## config.mk

```make
export PLATFORM = sky130hd
export DESIGN_NAME = frs_top
export DESIGN_NICKNAME = d
export VERILOG_FILES = /design/src/frs_pkg.sv /design/src/frs_top.sv /design/src/frs_retry_tracker.sv
export SDC_FILE = /design/constraint.sdc
export NUM_CORES = 1
export LEC_CHECK = 0
export ABC_AREA = 1
export BUFFER_PORTS_ARGS = -buffer_cell sky130_fd_sc_hd__buf_2
export CAP_MARGIN = 5
export CELL_PAD_IN_SITES_DETAIL_PLACEMENT = 0
export CELL_PAD_IN_SITES_GLOBAL_PLACEMENT = 1
export CORE_MARGIN = 2
export CORE_UTILIZATION = 47
export DETAILED_ROUTE_END_ITERATION = 7
export GPL_ROUTABILITY_DRIVEN = 1
export PLACE_DENSITY = 0.85
export SYNTH_ARGS = -nofsm -noshare
export SYNTH_HDL_FRONTEND = slang
export SYNTH_SLANG_ARGS = --single-unit
```

## constraint.sdc

```tcl
create_clock -name core_clk -period 19.2 [get_ports core_clk]
set_input_delay 0 -clock core_clk [delete_from_list [all_inputs] [get_ports core_clk]]
set_output_delay 0 -clock core_clk [all_outputs]
set_load 0.02 [all_outputs]
```

## src/frs_pkg.sv

```systemverilog
// frs_pkg: constants for the fault resequence controller
// assumes a 100 MHz core clock and a 32-bit apb register port
package frs_pkg;
   localparam int NUM_RAILS = 10;
   localparam int CLK_MHZ = 100;
   // timing
   localparam int DELAY_STEP_MS = 5;
   localparam int DELAY_MAX_MS = 1275;
   localparam int STABLE_MS = 1000;
   localparam int CYC_PER_MS = CLK_MHZ * 1000;
   localparam int STEP_CYC = DELAY_STEP_MS * CYC_PER_MS;
   localparam int STABLE_CYC = STABLE_MS * CYC_PER_MS;
   // register byte offsets
   localparam logic [7:0] REG_CTRL = 8'h00;
   localparam logic [7:0] REG_SLAVES = 8'h04;
   localparam logic [7:0] REG_RETRY = 8'h08;
   localparam logic [7:0] REG_OUTCFG = 8'h0C;
   localparam logic [7:0] REG_STATUS = 8'h10;
   localparam logic [7:0] REG_CMD = 8'h14;
   localparam logic [7:0] REG_GROUP = 8'h18;
   // ctrl fields
   localparam int CTRL_EN_BIT = 0;
   localparam int CTRL_CONT_BIT = 1;
   localparam int CTRL_DLY_LSB = 8;
   localparam int CTRL_LIM_LSB = 16;
   localparam logic [31:0] CTRL_RST = 32'h0000_0000;
   localparam logic [2:0] LIM_UNLIMITED = 3'h0;
   // status fields
   localparam int ST_ERR_BIT = 0;
   localparam int ST_STATE_LSB = 4;
   localparam int ST_CNT_LSB = 8;
   typedef enum logic [2:0] {
      FRS_IDLE = 3'b000,
      FRS_OFF = 3'b001,
      FRS_WAIT = 3'b010,
      FRS_ON = 3'b011,
      FRS_STABLE = 3'b100,
      FRS_HALT = 3'b101
   } frs_state_e;
endpackage

```

## src/frs_top.sv

```systemverilog
// frs_top: fault-driven shutdown and resequence of rail groups
// assumes rail monitors give synchronous off/good/fault levels and pulses
//
// Our own choices: the register addresses and register access over APB.
`timescale 1ns/1ps
module frs_top
   import frs_pkg::*;
#(
   parameter int RAILS = NUM_RAILS,
   parameter int STEP_CYCLES = STEP_CYC,
   parameter int STABLE_CYCLES = STABLE_CYC
) (
   input wire logic core_clk,
   input wire logic rst,
   input wire logic psel,
   input wire logic penable,
   input wire logic pwrite,
   input wire logic [7:0] paddr,
   input wire logic [31:0] pwdata,
   output logic [31:0] prdata,
   output logic pready,
   output logic pslverr,
   input wire logic [RAILS-1:0] rail_fault,
   input wire logic [RAILS-1:0] rail_good,
   input wire logic [RAILS-1:0] rail_below_floor,
   input wire logic [RAILS-1:0] rail_has_monitor,
   input wire logic [RAILS-1:0] off_timer_expired,
   input wire logic [RAILS-1:0] logic_out,
   output logic [RAILS-1:0] seq_off_req,
   output logic [RAILS-1:0] seq_on_req,
   output logic [RAILS-1:0] shutdown_overtime_warning,
   output logic [RAILS-1:0] general_output_pin,
   output logic reseq_error,
   output logic reseq_busy
);
   ////////////////////////////////////////////////////////////////////////
   logic [31:0] ctrl_ff;
   logic [RAILS-1:0] slaves_ff [RAILS];
   logic [3:0] retry_ff;
   logic [2*RAILS-1:0] outcfg_ff;
   logic [RAILS-1:0] group_ff;
   logic [2:0] att_ff;
   logic err_ff;
   logic [31:0] cnt_ff;
   logic [7:0] dly_steps_ff;
   logic [RAILS-1:0] cmd_group;
   logic cmd_go;
   frs_state_e state_ff, nxt_state;
   wire wr = psel & penable & pwrite;
   // read data is captured in the setup cycle so it stands at the access edge
   wire rd = psel & ~penable & ~pwrite;
   wire [7:0] slave_idx_sel = pwdata[31:24];
   wire en = ctrl_ff[CTRL_EN_BIT];
   wire cont_on_err = ctrl_ff[CTRL_CONT_BIT];
   wire [7:0] dly_cfg = ctrl_ff[CTRL_DLY_LSB +: 8];
   wire [2:0] lim_cfg = ctrl_ff[CTRL_LIM_LSB +: 3];
   wire addr_ok = (paddr == REG_CTRL) | (paddr == REG_SLAVES) | (paddr == REG_RETRY) |
                  (paddr == REG_OUTCFG) | (paddr == REG_STATUS) | (paddr == REG_CMD) |
                  (paddr == REG_GROUP);
   assign pready = 1'b1;
   assign pslverr = psel & penable & ~addr_ok;
   ////////////////////////////////////////////////////////////////////////
   logic [RAILS-1:0] exhausted;
   frs_retry_tracker #(.RAILS(RAILS)) u_retry (
      .core_clk(core_clk),
      .rst(rst),
      .fault_pulse(rail_fault & ~group_ff),
      .rail_good(rail_good),
      .retry_limit(retry_ff),
      .exhausted(exhausted)
   );
   function automatic logic [RAILS-1:0] group_of(input logic [RAILS-1:0] hit);
      logic [RAILS-1:0] acc;
      acc = '0;
      for (int i = 0; i < RAILS; i++) begin
         if (hit[i]) begin
            acc = acc | slaves_ff[i] | (RAILS'(1) << i);
         end
      end
      return acc;
   endfunction
   wire [RAILS-1:0] new_group = group_of(exhausted) | (cmd_go ? cmd_group : '0);
   wire join_req = en & (|(new_group & ~group_ff));
   wire [RAILS-1:0] all_group = group_ff | new_group;
   wire all_off = &(rail_below_floor | ~all_group);
   wire all_good = &(rail_good | ~group_ff);
   wire [RAILS-1:0] ovt = off_timer_expired & ~rail_below_floor & seq_off_req;
   wire any_ovt = |(ovt & group_ff);
   wire limit_hit = (lim_cfg != LIM_UNLIMITED) && (att_ff >= lim_cfg);
   wire dly_done = (dly_steps_ff == dly_cfg) && (cnt_ff == 32'h0);
   ////////////////////////////////////////////////////////////////////////
   always_comb begin
      nxt_state = state_ff;
      case (state_ff)
         FRS_IDLE: begin
            if (join_req) begin
               nxt_state = FRS_OFF;
            end
         end
         FRS_OFF: begin
            if (any_ovt && !cont_on_err) begin
               nxt_state = FRS_HALT;
            end else if (all_off) begin
               nxt_state = FRS_WAIT;
            end
         end
         FRS_WAIT: begin
            if (join_req) begin
               nxt_state = FRS_OFF;
            end else if (dly_done) begin
               nxt_state = FRS_ON;
            end
         end
         FRS_ON: begin
            if (join_req) begin
               nxt_state = FRS_OFF;
            end else if (all_good) begin
               nxt_state = FRS_STABLE;
            end
         end
         FRS_STABLE: begin
            if (join_req || !all_good) begin
               nxt_state = limit_hit ? FRS_HALT : FRS_OFF;
            end else if (cnt_ff == 32'(STABLE_CYCLES - 1)) begin
               nxt_state = FRS_IDLE;
            end
         end
         FRS_HALT: begin
            if (cmd_go) begin
               nxt_state = FRS_IDLE;
            end
         end
         default: nxt_state = FRS_IDLE;
      endcase
   end
   ////////////////////////////////////////////////////////////////////////
   always_ff @(posedge core_clk or posedge rst) begin
      if (rst) begin
         state_ff <= FRS_IDLE;
         group_ff <= '0;
         att_ff <= 3'h0;
         err_ff <= 1'b0;
         cnt_ff <= 32'h0;
         dly_steps_ff <= 8'h0;
      end else begin
         state_ff <= nxt_state;
         // leaving halt frees the group too, otherwise a fresh request never starts
         if (nxt_state == FRS_IDLE) begin
            group_ff <= '0;
            att_ff <= 3'h0;
         end else if (join_req && state_ff != FRS_HALT) begin
            // a merged group inherits the running attempt count
            group_ff <= all_group;
         end
         // every fresh off-wait-on pass counts as one attempt
         if (nxt_state == FRS_OFF && (state_ff == FRS_STABLE || state_ff == FRS_IDLE)) begin
            att_ff <= att_ff + 3'h1;
         end
         if (state_ff == FRS_OFF && any_ovt) begin
            err_ff <= 1'b1;
         end else if (wr && paddr == REG_STATUS && pwdata[ST_ERR_BIT]) begin
            err_ff <= 1'b0;
         end
         if (state_ff != nxt_state) begin
            cnt_ff <= 32'h0;
            dly_steps_ff <= 8'h0;
         end else if (state_ff == FRS_WAIT && !dly_done) begin
            if (cnt_ff == 32'(STEP_CYCLES - 1) && dly_steps_ff != dly_cfg) begin
               cnt_ff <= 32'h0;
               dly_steps_ff <= dly_steps_ff + 8'h1;
            end else if (dly_steps_ff != dly_cfg) begin
               cnt_ff <= cnt_ff + 32'h1;
            end
         end else if (state_ff == FRS_STABLE) begin
            cnt_ff <= cnt_ff + 32'h1;
         end
      end
   end
   ////////////////////////////////////////////////////////////////////////
   // soft off for every rail in the group, no hard kill path exists
   assign seq_off_req = (state_ff == FRS_OFF || state_ff == FRS_WAIT || state_ff == FRS_HALT) ?
                        group_ff : '0;
   assign seq_on_req = (state_ff == FRS_ON || state_ff == FRS_STABLE) ? group_ff : '0;
   assign shutdown_overtime_warning = ovt;
   assign reseq_error = err_ff;
   assign reseq_busy = (state_ff != FRS_IDLE);
   ////////////////////////////////////////////////////////////////////////
   always_ff @(posedge core_clk or posedge rst) begin
      if (rst) begin
         general_output_pin <= '0;
      end else begin
         for (int i = 0; i < RAILS; i++) begin
            if (!rail_has_monitor[i] && outcfg_ff[2*i+1]) begin
               general_output_pin[i] <= seq_on_req[i];
            end else begin
               general_output_pin[i] <= outcfg_ff[2*i] ? logic_out[i] : outcfg_ff[RAILS+i];
            end
         end
      end
   end
   ////////////////////////////////////////////////////////////////////////
   always_ff @(posedge core_clk or posedge rst) begin
      if (rst) begin
         ctrl_ff <= CTRL_RST;
         retry_ff <= 4'h0;
         outcfg_ff <= '0;
         cmd_go <= 1'b0;
         cmd_group <= '0;
         for (int i = 0; i < RAILS; i++) begin
            slaves_ff[i] <= '0;
         end
      end else begin
         cmd_go <= wr && paddr == REG_CMD;
         if (wr && paddr == REG_CMD) begin
            cmd_group <= pwdata[RAILS-1:0];
         end
         if (wr && paddr == REG_CTRL) begin
            ctrl_ff <= pwdata;
         end
         if (wr && paddr == REG_RETRY) begin
            retry_ff <= pwdata[3:0];
         end
         if (wr && paddr == REG_OUTCFG) begin
            outcfg_ff <= pwdata[2*RAILS-1:0];
         end
         for (int i = 0; i < RAILS; i++) begin
            if (wr && paddr == REG_SLAVES && slave_idx_sel == 8'(i)) begin
               slaves_ff[i] <= pwdata[RAILS-1:0];
            end
         end
      end
   end
   always_ff @(posedge core_clk or posedge rst) begin
      if (rst) begin
         prdata <= 32'h0;
      end else if (rd) begin
         case (paddr)
            REG_CTRL: prdata <= ctrl_ff;
            REG_RETRY: prdata <= {28'h0, retry_ff};
            REG_OUTCFG: prdata <= 32'(outcfg_ff);
            REG_STATUS: prdata <= {21'h0, att_ff, 1'b0, state_ff, 3'h0, err_ff};
            REG_GROUP: prdata <= 32'(group_ff);
            default: prdata <= 32'h0;
         endcase
      end
   end
endmodule

```

## src/frs_retry_tracker.sv

```systemverilog
// frs_retry_tracker: per-rail retry exhaustion tracker
// assumes faults are single-cycle pulses and rail_good is a level from the rail monitors
`timescale 1ns/1ps
module frs_retry_tracker #(
   parameter int RAILS = 10
) (
   input wire logic core_clk,
   input wire logic rst,
   input wire logic [RAILS-1:0] fault_pulse,
   input wire logic [RAILS-1:0] rail_good,
   input wire logic [3:0] retry_limit,
   output logic [RAILS-1:0] exhausted
);
   logic [3:0] cnt_ff [RAILS];
   wire [RAILS-1:0] done_vec;
   genvar g;
   // a fault only escalates once the configured retries are spent
   assign exhausted = fault_pulse & done_vec;
   generate
      for (g = 0; g < RAILS; g++) begin : g_rail
         assign done_vec[g] = (cnt_ff[g] >= retry_limit);
         always_ff @(posedge core_clk or posedge rst) begin
            if (rst) begin
               cnt_ff[g] <= 4'h0;
            end else if (fault_pulse[g] && !done_vec[g]) begin
               cnt_ff[g] <= cnt_ff[g] + 4'h1;
            end else if (exhausted[g] || (rail_good[g] && !fault_pulse[g])) begin
               cnt_ff[g] <= 4'h0;
            end
         end
      end
   endgenerate
endmodule

```

==> results.sh <==
export IMPL_vias_per_cell=5.466
export IMPL_die_width_um=190.1
export IMPL_total_leakage_power_uw=0.009713
export IMPL_synth_seq_cells=296
export IMPL_crit_path_frequent_cell="nand2_1"
export IMPL_wire_length_of_the_first_global_routing_pass_um=82300
export IMPL_share_of_the_yosys_chip_area_belonging_to_registers=0.4552
export IMPL_detail_route_first_pass_iterations=5
export IMPL_wirelength_um=51980
export IMPL_synth_enable_flop_cells=0
export IMPL_worstSetupEndpointType="flip-flop"
export IMPL_rsz0062_at_grt="no"
export IMPL_placement_setup_worst_slack_ns=14.57
export IMPL_route_antenna_remaining_nets=0
export IMPL_synthesis_instances=2113
export IMPL_max_slew_headroom=0.2020
export IMPL_critPathArrivalTime_ns=5.17
export IMPL_clock_tree_buffer_depth=3
export IMPL_post_layout_cell_count=2809
export IMPL_yosysTopAreaCell="dfrtp_1"
export IMPL_worstSkewPairLatency_ns=0.54
export IMPL_yosys_warnings=0
export IMPL_worst_path_largest_cell_delay_ns=0.66
export IMPL_hp_class="in2reg"
export IMPL_timing_fmax_mhz=210.1
export IMPL_fin_skew_ns=0.02380
export IMPL_power_per_cell_area_nw_per_um2=82.71
export IMPL_max_vdd_ir_drop_mv=0.07005
export IMPL_cts_htree_levels=2
export IMPL_hold_slack_ns=0.01028
export IMPL_setup_viol_count_final=0
export IMPL_worstSetupPathType="reg2reg"
export IMPL_crit_path_top_delay_cell="nand2_2"
export IMPL_commonest_cells_after_routing_fill_and_taps_aside="nand2_1, dfrtp_1, o21ai_0, inv_1, buf_2"
export IMPL_ios=181
export IMPL_first_global_vias=14847
export IMPL_max_slew_worst_pin_slew_ns=1.193
export IMPL_detailed_router_s_first_iteration_violation_count=1268
export IMPL_fin_crit_sh=0.2478
export IMPL_die_height_um=190.1
export IMPL_gpl_final_weighted_congestion=0.9202
export IMPL_numCtsBuffers=35
export IMPL_cts_root_buffer="clkbuf_16"
export IMPL_rows=68
export IMPL_synth_ff_type="dfrtp_1"
export IMPL_fin_setup_tns_ns=0
export IMPL_core_region_area_um2=34290
export IMPL_path_clk_slew_ns=0.06
export IMPL_critPathRequiredTime_ns=19.61
export IMPL_timing_critical_path_fanout_max=65
export IMPL_worstSetupStartpointType="flip-flop"
export IMPL_nets=2491
export IMPL_netlist_area_leader_share=0.4552
export IMPL_run_status="complete, no violations"
export IMPL_drcViolationCount=0
export IMPL_mappedNetlistNets=2275
export IMPL_hold_viol_final=0
export IMPL_routedWlPerCell_um=18.51
export IMPL_initial_core_utilization=0.4745
export IMPL_placed_cells_incl_taps=2680
export IMPL_synth_async_reset_ratio=1.000
export IMPL_port_buffers=179
export IMPL_critical_path_cell_by_cell="inv_1 -> ha_1 -> nand2_1 -> nand2_1 -> nand2_1 -> nand3_1 -> nand3_1 -> nand3_1 -> nor2_1 -> nand3_1 -> nand2_1 -> nand3_1 -> nor2_1 -> nand2_1 -> nand2_4 -> nand2_1 -> nand2_1 -> nand2_1 -> nor2_2 -> nand2_2 -> nand2_1 -> nand2_2 -> nand2_4 -> nor3_2"
export IMPL_drive_gt1_frac=0.1334
export IMPL_max_cap_violations=0
export IMPL_antenna_found_initial=1
export IMPL_min_period_ns=4.759
export IMPL_biggest_area_contributors_in_the_synthesized_netlist="dfrtp_1, nand2_1, o21ai_0"
export IMPL_area_growth_synth_to_final_pct=18.26
export IMPL_grt_util_all_layers=0.2905
export IMPL_fin_total_pwr_uw=1592
export IMPL_final_common_cell="nand2_1"
export IMPL_synthesis_area_um2=16270
export IMPL_grt_max_degree=112
export IMPL_cts_tree="built"
export IMPL_post_cts_setup_buffer_count=0
export IMPL_routed_via_count=15355
export IMPL_design_die_area_um2=36120
export IMPL_slew_viol_final=0
export IMPL_yosys_cell_types_count=51
export IMPL_dp_final_hpwl_um=36930
export IMPL_overflow=0
export IMPL_post_route_worst_setup_slack_ns=14.44
export IMPL_antenna_diode_count=0
export IMPL_tritoncts_num_sinks=296
export IMPL_synth_area_per_cell_um2=7.700
## layout make-up
| class | count | area [µm²] |
|---|---|---|
| well taps | 455 | 569.3 |
| multi-input cells | 1500 | 7599 |
| repair buffers | 256 | 1642 |
| flip-flops and latches | 296 | 7407 |
| fillers | 3269 | 15050 |
| inverters | 240 | 910.9 |
| clock buffers | 50 | 982.2 |
| clock inverters | 12 | 132.6 |
## stage by stage
stage	util	area, µm²
after global placement	0.5091	17460
after floorplan	-	16270
after detailed placement	0.5091	17460
final	0.5612	19240
after CTS	0.5612	19240
after global routing	0.5612	19240
## synth_stat cells (all sizes together), types with 23 or more instances
library cell and instances:
a21oi 49, buf 23, clkbuf 54, dfrtp 296, ha 57, inv 238, nand2 601, nand3 154
nand4 93, nor2 176, nor3 29, o21ai 211, xor2 37
## per-layer routing
layer | track usage | part of all wire | up-vias
met2 | 0.4429 | 0.44 | 564
met4 | 0.09183 | 0.030 | 0
met3 | 0.06069 | 0.078 | 95
met1 | 0.4149 | 0.45 | 7332
met5 | 0 | 0 | -
li1 | - | - | 7364
## sequential cells by signal (all words and copies together), names as in the netlist
| name | cells |
|---|---|
| cmd_go | 1 |
| group_ff | 10 |
| reseq_error | 1 |
| state_ff | 3 |
| general_output_pin | 10 |
| cmd_group | 10 |
| outcfg_ff | 20 |
| ctrl_ff | 32 |
| slaves_ff | 90 |
| u_retry.cnt_ff | 40 |
| prdata | 32 |
| cnt_ff | 32 |
| dly_steps_ff | 8 |
| retry_ff | 4 |
| att_ff | 3 |
## worst max-delay path, delay by kind of cell (launching register included)
| family | cells | cell delay (ns) |
|---|---|---|
| adder cells (fa/ha/maj) | 1 | 0.34 |
| buffers and inverters | 1 | 0.41 |
| flip-flops | 1 | 0.37 |
| AND/OR/NAND/NOR | 22 | 3.50 |
## cells by family (layout without fill, tap and decap cells)
logic type | count (synthesis) | count (layout) | share of synthesized area
AND/OR/NAND/NOR | 1079 | 1079 | 0.2887
buffers and inverters | 317 | 558 | 0.07882
AO/OA/AOI/OAI | 308 | 308 | 0.1033
flip-flops | 296 | 296 | 0.4552
adder cells (fa/ha/maj) | 57 | 57 | 0.04383
XOR/XNOR | 52 | 52 | 0.02799
multiplexers | 3 | 3 | 0.001922
other | 1 | 1 | 0.0002305
## power breakdown
| group | switching [µW] | internal (µW) | leakage, µW | total, µW |
|---|---|---|---|---|
| combinational | 222 | 65.9 | 0.00507 | 288 |
| sequential | 11.9 | 633 | 0.00409 | 645 |
| clock | 274 | 385 | 0.000552 | 659 |
## timing repair
| item | in CTS | in global routing |
|---|---|---|
| resized for setup | 0 | 0 |
| endpoints found under the setup margin | 0 | 0 |
| hold endpoints to repair | 214 | 0 |
| hold buffers | 67 | 0 |
## final timing paths
path	startpoint	endpoint	cells after the start	slack (ns)
max	retry_ff[1]	dly_steps_ff[3]	24	14.44
max in group asynchronous	rst	prdata[31]	4	17.65
min reg2reg	prdata[19]	prdata[19]	2	0.48
min	pwdata[7]	slaves_ff[77]	3	0.01
max reg2reg	retry_ff[1]	dly_steps_ff[3]	24	14.44
min in group asynchronous	rst	u_retry.cnt_ff[32]	3	0.18
No activity file was read; power rests on OpenSTA's default activity.
